**src/rcp_pkg.sv**
```systemverilog
// Constants, codes and state type for the remote code parser and trigger control.
// Assumes bytes arrive one per strobe from a bus listener on the same clock.
//
// Notes on behaviour
// - Unused letters B E G I J N Q Y Z and \ { } ~ DEL flag error 24.
// - Invalid character shows error 24 and raises a service request.
// - Droppable punctuation is ignored, except between two characters of a code.
// - After service request clear, the bad entry is dropped and parsing continues.
// - Lower-case letters fold to upper case before interpretation.
// - Filter, ratio and sweep groups switch off by dedicated codes, never toggle.
// - Numbers: signed mantissa up to five digits, one point, signed 1-2 digit exponent.
// - A leading decimal point gets a zero inserted ahead of it.
// - Mantissa digits after the fifth significant one are stored as zero; the code counts leading and inserted zeros among the five places.
// - Free run is default; device clear and local-to-remote force free run.
// - In free run, result data refreshes at every measurement completion; the code skips the refresh when bus_cmd_req is high in that cycle.
// - Sweep allows only free run; other triggers stop sweep at start point.
// - Hold suppresses all outputs except code-error service request and poll status.
// - Serial poll in hold starts one measurement, refreshes displays, stays in hold.
// - Hold exits on run/trigger codes, group trigger, clear key, or going local.
// - Immediate trigger makes one fast measurement and keeps it until read.
// - While result waits, GTL, GET, listen address or clear key restart measuring.
// - After a triggered result is read, fall back to hold.
// - Settled trigger waits settling delay first; group trigger acts as settled.
// - In remote hold without lockout, clear key runs one settled cycle.
// - An unread result is overwritten by the newer measurement.
// - Free run services bus commands by aborting and restarting the measurement.
// - Triggered measurements refuse interruption and withhold bus command handshake; the code still lets clear, remote entry, going local and T0 cut them short.
`default_nettype none
package rcp_pkg;
  localparam logic [7:0] ERR_CODE_INVALID = 8'h18;   // Error 24.
  localparam int         MANT_DIGITS      = 5;
  localparam int         SETTLE_TIME_US   = 50;      // Settling delay, microseconds.
  localparam int         CLK_MHZ          = 100;
  localparam int         SETTLE_CYCLES    = SETTLE_TIME_US * CLK_MHZ;
  // Group-off codes reported on group_off (one-hot bit positions).
  localparam int         GRP_HPBP         = 0;
  localparam int         GRP_LP           = 1;
  localparam int         GRP_RATIO        = 2;
  localparam int         GRP_SWEEP        = 3;
  typedef enum logic [2:0] {
    RCP_FREE   = 3'b000,
    RCP_HOLD   = 3'b001,
    RCP_SETTLE = 3'b010,
    RCP_MEAS   = 3'b011,
    RCP_WAIT   = 3'b100,
    RCP_POLL   = 3'b101
  } rcp_trig_t;
endpackage
`default_nettype wire

```
**src/rcp_top.sv**
```systemverilog
// Remote code parser and measurement trigger controller.
// Assumes listener, key and measurement engine signals are synchronous to sys_clk,
// one-cycle pulses unless named as levels.
// The clear key is taken as already debounced and synchronised by the panel logic, so
// no pin synchroniser sits in this block; a raw switch must not be wired here.
// The measurement engine is expected to restart whenever meas_start is pulsed.
`default_nettype none
module rcp_top #(
  parameter int SETTLE_CYCLES = rcp_pkg::SETTLE_CYCLES
) (
  input  wire logic       sys_clk,
  input  wire logic       reset,
  input  wire logic       rx_valid,
  input  wire logic [7:0] rx_byte,
  input  wire logic       remote,
  input  wire logic       lockout,
  input  wire logic       device_clear,
  input  wire logic       go_local,
  input  wire logic       group_trigger,
  input  wire logic       listen_addr,
  input  wire logic       serial_poll,
  input  wire logic       bus_cmd_req,
  input  wire logic       srq_clear,
  input  wire logic       clear_key,
  input  wire logic       result_read,
  input  wire logic       meas_done,
  input  wire logic       sweep_on,
  output logic            rx_ready,
  output logic            bus_cmd_ack,
  output logic [7:0]      code_char0,
  output logic [7:0]      code_char1,
  output logic            code_valid,
  output logic [3:0]      group_off,
  output logic [3:0]      num_digit,
  output logic            num_digit_valid,
  output logic            num_point,
  output logic            num_sign_neg,
  output logic            srq,
  output logic [7:0]      error_code,
  output logic            meas_start,
  output logic            meas_abort,
  output logic            result_update,
  output logic            result_ready,
  output logic            outputs_enable,
  output logic            sweep_halt,
  output logic [2:0]      trig_state
);

  // ------------------------------------------------------------
  // Character classification
  // ------------------------------------------------------------

  // All decoding below works on the folded character, so every table lists upper case
  // only; a lower-case unused letter still raises the code error.
  // Fold lower case to upper case.
  function automatic logic [7:0] fold(input logic [7:0] c);
    if (c >= 8'h61 && c <= 8'h7A) begin
      return c - 8'h20;
    end
    return c;
  endfunction

  // Characters that raise error 24; E is exempt once a number has started.
  function automatic logic is_bad(input logic [7:0] c);
    case (c)
      8'h42, 8'h45, 8'h47, 8'h49, 8'h4A, 8'h4E, 8'h51, 8'h59, 8'h5A,
      8'h5C, 8'h7B, 8'h7D, 8'h7E, 8'h7F: return 1'b1;
      default: return 1'b0;
    endcase
  endfunction

  // Punctuation that is dropped outside a code.
  function automatic logic is_drop(input logic [7:0] c);
    case (c)
      8'h21, 8'h22, 8'h23, 8'h25, 8'h26, 8'h27, 8'h28, 8'h29, 8'h2A,
      8'h2C, 8'h3A, 8'h3B, 8'h20: return 1'b1;
      default: return 1'b0;
    endcase
  endfunction

  // Decimal digit, used for mantissa and exponent alike.
  function automatic logic is_digit(input logic [7:0] c);
    return c >= 8'h30 && c <= 8'h39;
  endfunction

  // Upper-case letter; call it on the folded character only.
  function automatic logic is_alpha(input logic [7:0] c);
    return c >= 8'h41 && c <= 8'h5A;
  endfunction

  logic [7:0] ch;
  logic       blocked;
  logic       take;
  assign ch = fold(rx_byte);
  // Parsing pauses while a code error waits for the controller.
  assign rx_ready = !srq;
  assign take     = rx_valid && rx_ready;

  // ------------------------------------------------------------
  // Code and number parser
  // ------------------------------------------------------------
  logic       in_code_reg;
  logic [7:0] first_reg;
  logic       in_num_reg;
  logic       saw_digit_reg;
  logic       in_exp_reg;
  logic [2:0] sig_cnt_reg;
  logic       bad_ch;

  // An E after a number has started is the exponent marker; anywhere else it is an
  // unused letter. Without this guard no exponent could ever be entered.
  assign bad_ch = is_bad(ch) && !(ch == 8'h45 && in_num_reg);

  // First letter of a two-character code is held; second completes it.
  always_ff @(posedge sys_clk) begin
    code_valid <= 1'b0;
    group_off  <= 4'h0;
    if (reset || device_clear) begin
      in_code_reg <= 1'b0;
      first_reg   <= 8'h00;
      code_char0  <= 8'h00;
      code_char1  <= 8'h00;
    end else if (take && !bad_ch) begin
      if (in_code_reg) begin
        // Punctuation inside a code is passed on as the second character.
        in_code_reg <= 1'b0;
        code_char0  <= first_reg;
        code_char1  <= ch;
        code_valid  <= 1'b1;
        if (ch == 8'h30) begin
          case (first_reg)
            8'h48:   group_off[rcp_pkg::GRP_HPBP]  <= 1'b1;
            8'h4C:   group_off[rcp_pkg::GRP_LP]    <= 1'b1;
            8'h52:   group_off[rcp_pkg::GRP_RATIO] <= 1'b1;
            8'h57:   group_off[rcp_pkg::GRP_SWEEP] <= 1'b1;
            default: group_off <= 4'h0;
          endcase
        end
      end else if (is_alpha(ch) && !(in_exp_reg == 1'b0 && in_num_reg && ch == 8'h45)) begin
        in_code_reg <= 1'b1;
        first_reg   <= ch;
      end
    end
  end

  // Numeric entry: sign, up to five mantissa places, point, exponent.
  always_ff @(posedge sys_clk) begin
    num_digit_valid <= 1'b0;
    num_point       <= 1'b0;
    if (reset || device_clear) begin
      in_num_reg      <= 1'b0;
      saw_digit_reg   <= 1'b0;
      in_exp_reg      <= 1'b0;
      sig_cnt_reg     <= 3'h0;
      num_digit       <= 4'h0;
      num_sign_neg    <= 1'b0;
    end else if (take && !in_code_reg && !bad_ch) begin
      if (ch == 8'h2B || ch == 8'h2D) begin
        in_num_reg   <= 1'b1;
        num_sign_neg <= (ch == 8'h2D);
      end else if (is_digit(ch)) begin
        in_num_reg      <= 1'b1;
        saw_digit_reg   <= 1'b1;
        num_digit_valid <= 1'b1;
        if (in_exp_reg) begin
          num_digit <= ch[3:0];
        end else begin
          // Leading zeros and an inserted zero each take one of the five mantissa places,
          // so a long run of leading zeros pushes real digits past the end.
          if (sig_cnt_reg != 3'(rcp_pkg::MANT_DIGITS)) begin
            sig_cnt_reg <= sig_cnt_reg + 3'h1;
          end
          // Digits past the fifth mantissa place become zero.
          num_digit <= (sig_cnt_reg == 3'(rcp_pkg::MANT_DIGITS)) ? 4'h0 : ch[3:0];
        end
      end else if (ch == 8'h2E) begin
        in_num_reg <= 1'b1;
        num_point  <= 1'b1;
        if (!saw_digit_reg) begin
          num_digit       <= 4'h0;
          num_digit_valid <= 1'b1;
          saw_digit_reg   <= 1'b1;
          sig_cnt_reg     <= 3'h1;
        end
      end else if (ch == 8'h45 && in_num_reg) begin
        in_exp_reg <= 1'b1;
      end else if (is_alpha(ch)) begin
        in_num_reg      <= 1'b0;
        saw_digit_reg   <= 1'b0;
        in_exp_reg      <= 1'b0;
        sig_cnt_reg     <= 3'h0;
        num_sign_neg    <= 1'b0;
      end
    end
  end

  // ------------------------------------------------------------
  // Code error and service request
  // ------------------------------------------------------------

  // The bad byte is consumed; parsing resumes once the request is cleared.
  // A second bad byte waiting behind the first is held off by rx_ready until then.
  always_ff @(posedge sys_clk) begin
    if (reset || device_clear) begin
      srq        <= 1'b0;
      error_code <= 8'h00;
    end else if (rx_valid && !srq && bad_ch) begin
      srq        <= 1'b1;
      error_code <= rcp_pkg::ERR_CODE_INVALID;
    end else if (srq_clear) begin
      srq        <= 1'b0;
      error_code <= 8'h00;
    end
  end

  // ------------------------------------------------------------
  // Trigger state machine
  // ------------------------------------------------------------
  // The settle counter is a full 32-bit word so that any settling parameter fits;
  // a narrower counter would save flops but would silently wrap on long delays.
  rcp_pkg::rcp_trig_t  state_reg;
  logic                is_trig_code;
  logic                code_t;
  logic                remote_d_reg;
  logic [31:0]         settle_cnt_reg;
  logic                key_ok;

  assign code_t       = code_valid && code_char0 == 8'h54;
  assign key_ok       = clear_key && remote && !lockout;
  assign blocked      = state_reg == rcp_pkg::RCP_SETTLE || state_reg == rcp_pkg::RCP_MEAS;
  assign is_trig_code = code_t && (code_char1 == 8'h32 || code_char1 == 8'h33);

  // Remote level one cycle late. It is cleared on reset so that a block released in
  // remote sees a rise and launches the first free-run measurement.
  always_ff @(posedge sys_clk) begin
    if (reset) begin
      remote_d_reg <= 1'b0;
    end else begin
      remote_d_reg <= remote;
    end
  end

  // Mode and measurement sequencing.
  // Priority runs from clear and remote entry, through going local and the free-run
  // code, to the trigger sources, to hold, and only then to the per-state work.
  // A triggered measurement in progress blocks triggers and hold, so nothing can cut
  // it short except a clear, remote entry, a return to local or a free-run code.
  // The bus handshake is withheld apart from this, by gating bus_cmd_ack with blocked.
  always_ff @(posedge sys_clk) begin
    meas_start    <= 1'b0;
    meas_abort    <= 1'b0;
    result_update <= 1'b0;
    if (reset || device_clear || (remote && !remote_d_reg)) begin
      state_reg      <= rcp_pkg::RCP_FREE;
      settle_cnt_reg <= 32'h0;
      result_ready   <= 1'b0;
      meas_start     <= !reset;
    end else if (go_local || (code_t && code_char1 == 8'h30)) begin
      state_reg    <= rcp_pkg::RCP_FREE;
      result_ready <= 1'b0;
      meas_abort   <= 1'b1;
      meas_start   <= 1'b1;
    end else if (!blocked && (is_trig_code || group_trigger || key_ok ||
                 (state_reg == rcp_pkg::RCP_WAIT && listen_addr))) begin
      // Settled unless the code asked for an immediate measurement.
      if (is_trig_code && code_char1 == 8'h32) begin
        state_reg  <= rcp_pkg::RCP_MEAS;
        meas_start <= 1'b1;
      end else begin
        state_reg      <= rcp_pkg::RCP_SETTLE;
        settle_cnt_reg <= 32'(SETTLE_CYCLES);
      end
      meas_abort <= 1'b1;
    end else if (code_t && code_char1 == 8'h31 && !blocked) begin
      state_reg <= rcp_pkg::RCP_HOLD;
    end else begin
      case (state_reg)
        rcp_pkg::RCP_FREE: begin
          if (bus_cmd_req) begin
            meas_abort <= 1'b1;
            meas_start <= 1'b1;
          end else if (meas_done) begin
            result_update <= 1'b1;
            meas_start    <= 1'b1;
          end
        end
        rcp_pkg::RCP_HOLD: begin
          if (serial_poll) begin
            state_reg  <= rcp_pkg::RCP_POLL;
            meas_start <= 1'b1;
          end
        end
        rcp_pkg::RCP_POLL: begin
          if (meas_done) begin
            result_update <= 1'b1;
            state_reg     <= rcp_pkg::RCP_HOLD;
          end
        end
        rcp_pkg::RCP_SETTLE: begin
          // Counting down to one puts the start SETTLE_CYCLES cycles after entry.
          if (settle_cnt_reg <= 32'h1) begin
            state_reg  <= rcp_pkg::RCP_MEAS;
            meas_start <= 1'b1;
          end else begin
            settle_cnt_reg <= settle_cnt_reg - 32'h1;
          end
        end
        rcp_pkg::RCP_MEAS: begin
          if (meas_done) begin
            result_update <= 1'b1;
            result_ready  <= 1'b1;
            state_reg     <= rcp_pkg::RCP_WAIT;
          end
        end
        rcp_pkg::RCP_WAIT: begin
          if (result_read) begin
            result_ready <= 1'b0;
            state_reg    <= rcp_pkg::RCP_HOLD;
          end
        end
        default: state_reg <= rcp_pkg::RCP_FREE;
      endcase
    end
  end

  // ------------------------------------------------------------
  // Bus handshake and status outputs
  // ------------------------------------------------------------

  // Bus commands wait for the handshake while a triggered measurement runs.
  assign bus_cmd_ack = bus_cmd_req && !blocked;

  // Outputs are live in free run, during a serial-poll measurement and when a triggered result is shown.
  assign outputs_enable = state_reg == rcp_pkg::RCP_FREE || state_reg == rcp_pkg::RCP_WAIT ||
                          state_reg == rcp_pkg::RCP_POLL;

  // Sweep freezes at its start point under any non free-run trigger.
  assign sweep_halt = sweep_on && state_reg != rcp_pkg::RCP_FREE;
  // The state code goes out unchanged so the status logic can report the trigger mode.
  assign trig_state = state_reg;

endmodule
`default_nettype wire

```
**config.mk**
```make
export PLATFORM = sky130hd
export DESIGN_NAME = rcp_top
export DESIGN_NICKNAME = d
export VERILOG_FILES = /design/src/rcp_pkg.sv /design/src/rcp_top.sv
export SDC_FILE = /design/constraint.sdc
export NUM_CORES = 1
export LEC_CHECK = 0
export ABC_AREA = 1
export ABC_CLOCK_PERIOD_IN_PS = 2600
export BUFFER_PORTS_ARGS = -buffer_cell sky130_fd_sc_hd__buf_4
export CAP_MARGIN = 5
export CORE_MARGIN = 2
export CORE_UTILIZATION = 41
export DETAILED_ROUTE_END_ITERATION = 8
export PLACE_DENSITY_LB_ADDON = 0.2
export SYNTH_ARGS = -nofsm -noshare
export SYNTH_HDL_FRONTEND = slang
export SYNTH_SLANG_ARGS = --single-unit
```
**constraint.sdc**
```tcl
create_clock -name sys_clk -period 2.6 [get_ports sys_clk]
set_input_delay 0.13 -clock sys_clk [delete_from_list [all_inputs] [get_ports sys_clk]]
set_output_delay 0.13 -clock sys_clk [all_outputs]
set_load 0.03 [all_outputs]
```
Word-level counts from Yosys, hierarchy flattened:

Cells that the tools add are included.

* bits of input ports: 24
* flip-flop bits (word level): 86
* word-level logic and storage cells: 247

* bitwise operators: 11
* order comparisons: 7
* equality and inequality tests: 54
* multiplexer cells: 74
* reduce and logical (&&, ||, !) cells: 75
* add/subtract/negate cells: 3

Operators by type and width (number)
* two-way mux 32 bit: 5
* == test 8 x 7 -> 1 bit, second input constant: 19
* == test 8 x 6 -> 1 bit, second input constant: 8
* two-way mux 1 bit: 42
* two-way mux 3 bit: 14
* less-or-equal comparator 32 x 1 -> 1 bit, second input constant: 1
* subtractor 32 x 1 -> 32 bit, second input constant: 1
* logical AND 1 bit: 26
* two-way mux 4 bit: 5
* AND reduction 5 bit: 4
* case mux 3 bit (6 select lines): 1
* greater-or-equal comparator 8 x 7 -> 1 bit, second input constant: 2
* less-or-equal comparator 8 x 7 -> 1 bit, second input constant: 2
* two-way mux 8 bit: 2
* != test 2 bit, second input constant: 8
* OR reduction 14 bit: 1
* nonzero test 2 bit: 6
* OR reduction 4 bit: 3
* logical OR 1 bit: 11
* inverter 1 bit: 11
* two-way mux 5 bit: 2
* == test 3 bit, second input constant: 3
* logical NOT 1 bit: 9
* != test 3 bit, second input constant: 3
* 23 further kinds: 35

Longest topological paths before layout:

* word-level depth: 12
* gate-level depth with buffers: 19
* gate-level depth less buffers: 18

Least setup slack after synthesis:

OpenSTA, ideal clock, no wires.

* kind: register to register
* from: register code_char0[6]
* to: register settle_cnt_reg[4]
* stages on the path, launching flop included: 12
* arrival: 2000 ps
* period minus slack after synthesis: 2120 ps
* slack: 480 ps
* cell sequence: dfxtp_1 > nand3_1 > nor4_1 > nand2_1 > a21oi_2 > inv_2 > nand2_1 > nand2_1 > nor2_1 > nand2_1 > o21ai_0 > a21oi_1

* cells in the longest elaborated chain, start to end: 9
* elaborated cells between the ends (all ways): 19

RTL lines
* start, declared: RTL line rcp_top.sv:30 `output logic [7:0] code_char0,`
* start signal, assigned: RTL line rcp_top.sv:127 `code_char0 <= first_reg;`
* == test 8 x 7 -> 1 bit *: RTL line rcp_top.sv:228 `assign code_t = code_valid && code_char0 == 8'h54;`
* logical AND 1 bit *: RTL line rcp_top.sv:228
* logical AND 1 bit: RTL line rcp_top.sv:231 `assign is_trig_code = code_t && (code_char1 == 8'h32 || code_char1 == 8'h33);`
* logical OR 1 bit (3 in series): RTL line rcp_top.sv:263 `end else if (!blocked && (is_trig_code || group_trigger || key_ok ||`
* logical AND 1 bit: RTL line rcp_top.sv:263
* != test 2 bit (no line) / nonzero test 2 bit (equally long branches)
* AND reduction 5 bit (no line)
* end signal, assigned: RTL line rcp_top.sv:271 `settle_cnt_reg <= 32'(SETTLE_CYCLES);`
* end signal, assigned: RTL line rcp_top.sv:305 `settle_cnt_reg <= settle_cnt_reg - 32'h1;`
* end, declared: RTL line rcp_top.sv:225 `logic [31:0] settle_cnt_reg;`

Mark *: on every way between the ends. The rest lies on a longest branch, timed or not.
A chain may end at the register's enable or synchronous reset.

Final worst setup path:

* from: register settle_cnt_reg[0]
* to: register settle_cnt_reg[30]

* cells in the longest elaborated chain, start to end: 5
* elaborated cells between the ends (all ways): 8

RTL lines
* subtractor 32 x 1 -> 32 bit: RTL line rcp_top.sv:305
* two-way mux 32 bit: RTL line rcp_top.sv:301 `if (settle_cnt_reg <= 32'h1) begin`
* two-way mux 32 bit: RTL line rcp_top.sv:277 `case (state_reg)`
* two-way mux 32 bit: RTL line rcp_top.sv:274 `end else if (code_t && code_char1 == 8'h31 && !blocked) begin`
* two-way mux 32 bit: RTL line rcp_top.sv:263

Several ways; a longest one is shown, not always the timed one. The select of a mux whose other input is x is not followed.

==> qor.yml <==
drt_pass1_iterations: 5
path_clk_slew_ns: 0.06
critical-path-top-delay-family: "simple AND/OR/NAND/NOR gates"
final_max_slew_viol_count: 0
synthCells: 732
setup_viol: 0
drv_cap: 0
dp.cells: 925
num_rows: 39
htreeDepth: 3
cts_tree: "done"
synth_seq_cells: 84
antenna_left: 0
nFillCells: 1182
finish.utilization_pct: 49.6
routabilityCongestion: 0.907
port_buffers: 65
finalClockSkew_ns: 0.00643
critPathArrivalTime_ns: 2.62
die_x_um: 112
area_growth_pct: 18.4
whs_ns: 0.0101
largest_reg_flops: 32
hold_violations: 0
post_cts_buffers: 0
cpMaxStageDelayCell: "dfxtp_1"
grt_overflow: 0
synth_flop_cell: "dfxtp_1"
drive_above_1_share_pct: 16.4
dp_hpwl_um: 9460
fin_nets: 823
path_buf_inv: 2
cellPowerDensity_nw_per_um2: 551
cts_buffers: 9
crit_path_max_incr_delay_ns: 0.33
ys_seq_area_share_pct: 35.2
max_clock_freq_ghz: 0.426
slew_headroom_pct: 62.9
synth_top_area_share_pct: 35.2
track_usage_pct: 20.4
wl_um: 12200
path_class: "reg2reg"
synth_area_per_cell_um2: 6.53
worst-slew-pin-transition_ns: 0.552
synth_top_area_cell: "dfxtp_1"
synth_cell_type_count: 43
antenna_found_initial: 0
status: "complete, no violations"
synth_area_leaders: "dfxtp_1, nand2_1, nor2_1, a21oi_1, inv_1"
hold_class: "in2reg"
via_per_inst: 4.95
clock-sinks: 84
synth_edf_count: 0
fin_tns_setup_ns: 0
startpoint_type: "register"
grt_pass1_vias: 4417
dp_slack_ns: 0.191
post-route-period-util_pct: 90.3
p_leak_nw: 2.54
max-vdd-ir-drop_mv: 0.365
rsz0062_at_grt: "no"
start_util_pct: 41.9
core_area_um2: 11400
worstPathMaxFanout: 16
die_area_um2: 12500
grt_max_degree: 34
diodes: 0
io_pins: 72
grt_first_pass_wirelength_um: 21100
required_ns: 2.87
cp_common_cell: "nand2_1"
die_height_um: 112
crit_path_cell_trace: "inv_1 > ha_1 > nand2_1 > nor2_1 > o211ai_1 > nand3_1 > nand2_1 > nand2_1 > buf_4 > nand2_1 > a21oi_1"
wl_per_cell_um: 12.9
synthArstFlopShare_pct: 0
finalNonFillerCells: 942
setup_ws_ns: 0.252
drc_errors: 0
fin_crit_ns: 2.35
insertion_delay_ns: 0.34
clock_path_buffers: 2
cts_root_buf: "clkbuf_16"
yosysWarnings: 0
critPathCaptureType: "register"
vias: 4661
netlist_area_um2: 4780
drt_iter0_drc: 247
## cell type report
cell class	count	area, µm²	share of cell area [%]
Tap cell	143	179	3.16
Sequential cell	84	1680	29.7
Inverter	77	292	5.15
Clock inverter	6	48.8	0.862
Timing Repair Buffer	73	551	9.73
Clock buffer	10	229	4.05
Multi-Input combinational cell	549	2680	47.3
## logic make-up (layout without fill, tap and decap cells)
logic type               after synthesis  count (layout)  share of synthesized area (%)
AND/OR/NAND/NOR                      397             397                           36.2
AO/OA/AOI/OAI                        113             113                           12.8
buffers and inverters                104             166                           9.29
flip-flops                            84              84                           35.2
XOR/XNOR                              28              28                           5.13
adder cells (fa/ha/maj)                5               5                           1.31
other                                  1               6                         0.0784
## what timing repair did
action                                  in CTS  in global routing
gates resized for setup                      0                  3
hold buffers                                 1                  0
endpoints found under the setup margin       0                  7
endpoints found under the hold margin        2                  0
## cells in the mapped netlist, types with 5 or more instances
| cell | count |
|---|---|
| nand2_1 | 159 |
| dfxtp_1 | 84 |
| clkbuf_1 | 8 |
| nor3_1 | 13 |
| nand4_1 | 13 |
| a21oi_1 | 61 |
| buf_2 | 7 |
| buf_4 | 10 |
| ha_1 | 5 |
| inv_2 | 11 |
| nand2_2 | 6 |
| inv_1 | 66 |
| nor2_2 | 9 |
| xor2_1 | 23 |
| o21ai_1 | 7 |
| o21ai_0 | 29 |
| nor2_1 | 129 |
| nand3_1 | 48 |
| or2_2 | 8 |
| xnor2_1 | 5 |
## cell usage in the layout, fill, tap and decap left out, types with 2 or more instances in the layout
cell	count
clkinvlp_4	2
o211ai_1	3
a21oi_1	61
nor3_1	13
xnor2_1	5
or2_2	8
ha_1	5
xor2_1	23
o21ai_1	8
a22oi_1	2
nor2_2	11
nand2_2	6
inv_1	66
nand2_4	2
nand3_1	48
inv_2	10
nand4_1	13
nand2_1	159
nor4_1	4
o21ai_0	28
nor2_1	127
a31oi_1	2
conb_1	6
buf_4	72
clkbuf_16	9
dfxtp_1	84
## through the flow
stage / power, mW / cell area [µm²]
finish: 3.12 / 5660
global route: 3.30 / 5660
CTS: 3.15 / 5660
detailed placement: 1.94 / 5370
global placement: 1.94 / 5370
floorplan: 1.79 / 4800
## where the power goes
| part | total [mW] | internal, mW | switching, mW |
|---|---|---|---|
| sequential | 1.33 | 1.31 | 0.0201 |
| combinational | 0.585 | 0.206 | 0.379 |
| clock | 1.21 | 0.657 | 0.549 |
| total | 3.12 | 2.17 | 0.949 |
## per-layer routing
layer  share of wire, %  track usage (%)  vias up
met4               0.71             4.80        0
met2                 44             31.2      109
met1                 50             29.0     2072
met5                  0                0        -
met3                5.4             5.01        6
li1                   -                -     2474
## final timing paths
kind	from	slack [ns]	depth (start not counted)	end
setup / recovery	settle_cnt_reg[0]$_SDFFE_PP0P_	0.25	11	settle_cnt_reg[30]$_SDFFE_PP0P_
hold / removal	remote	0.01	3	remote_d_reg$_SDFF_PP0_
setup reg to reg	settle_cnt_reg[0]$_SDFFE_PP0P_	0.25	11	settle_cnt_reg[30]$_SDFFE_PP0P_
hold reg to reg	num_digit[3]$_SDFFE_PP0P_	0.46	2	num_digit[3]$_SDFFE_PP0P_
## worst register-to-register path: cells and delay by family (launching register included)
kind / cells / cell delay [ns]
AND/OR/NAND/NOR: 6 / 0.92
adder cells (fa/ha/maj): 1 / 0.27
AO/OA/AOI/OAI: 2 / 0.31
buffers and inverters: 2 / 0.45
flip-flops: 1 / 0.33
Power figures use the tool's default switching activity.
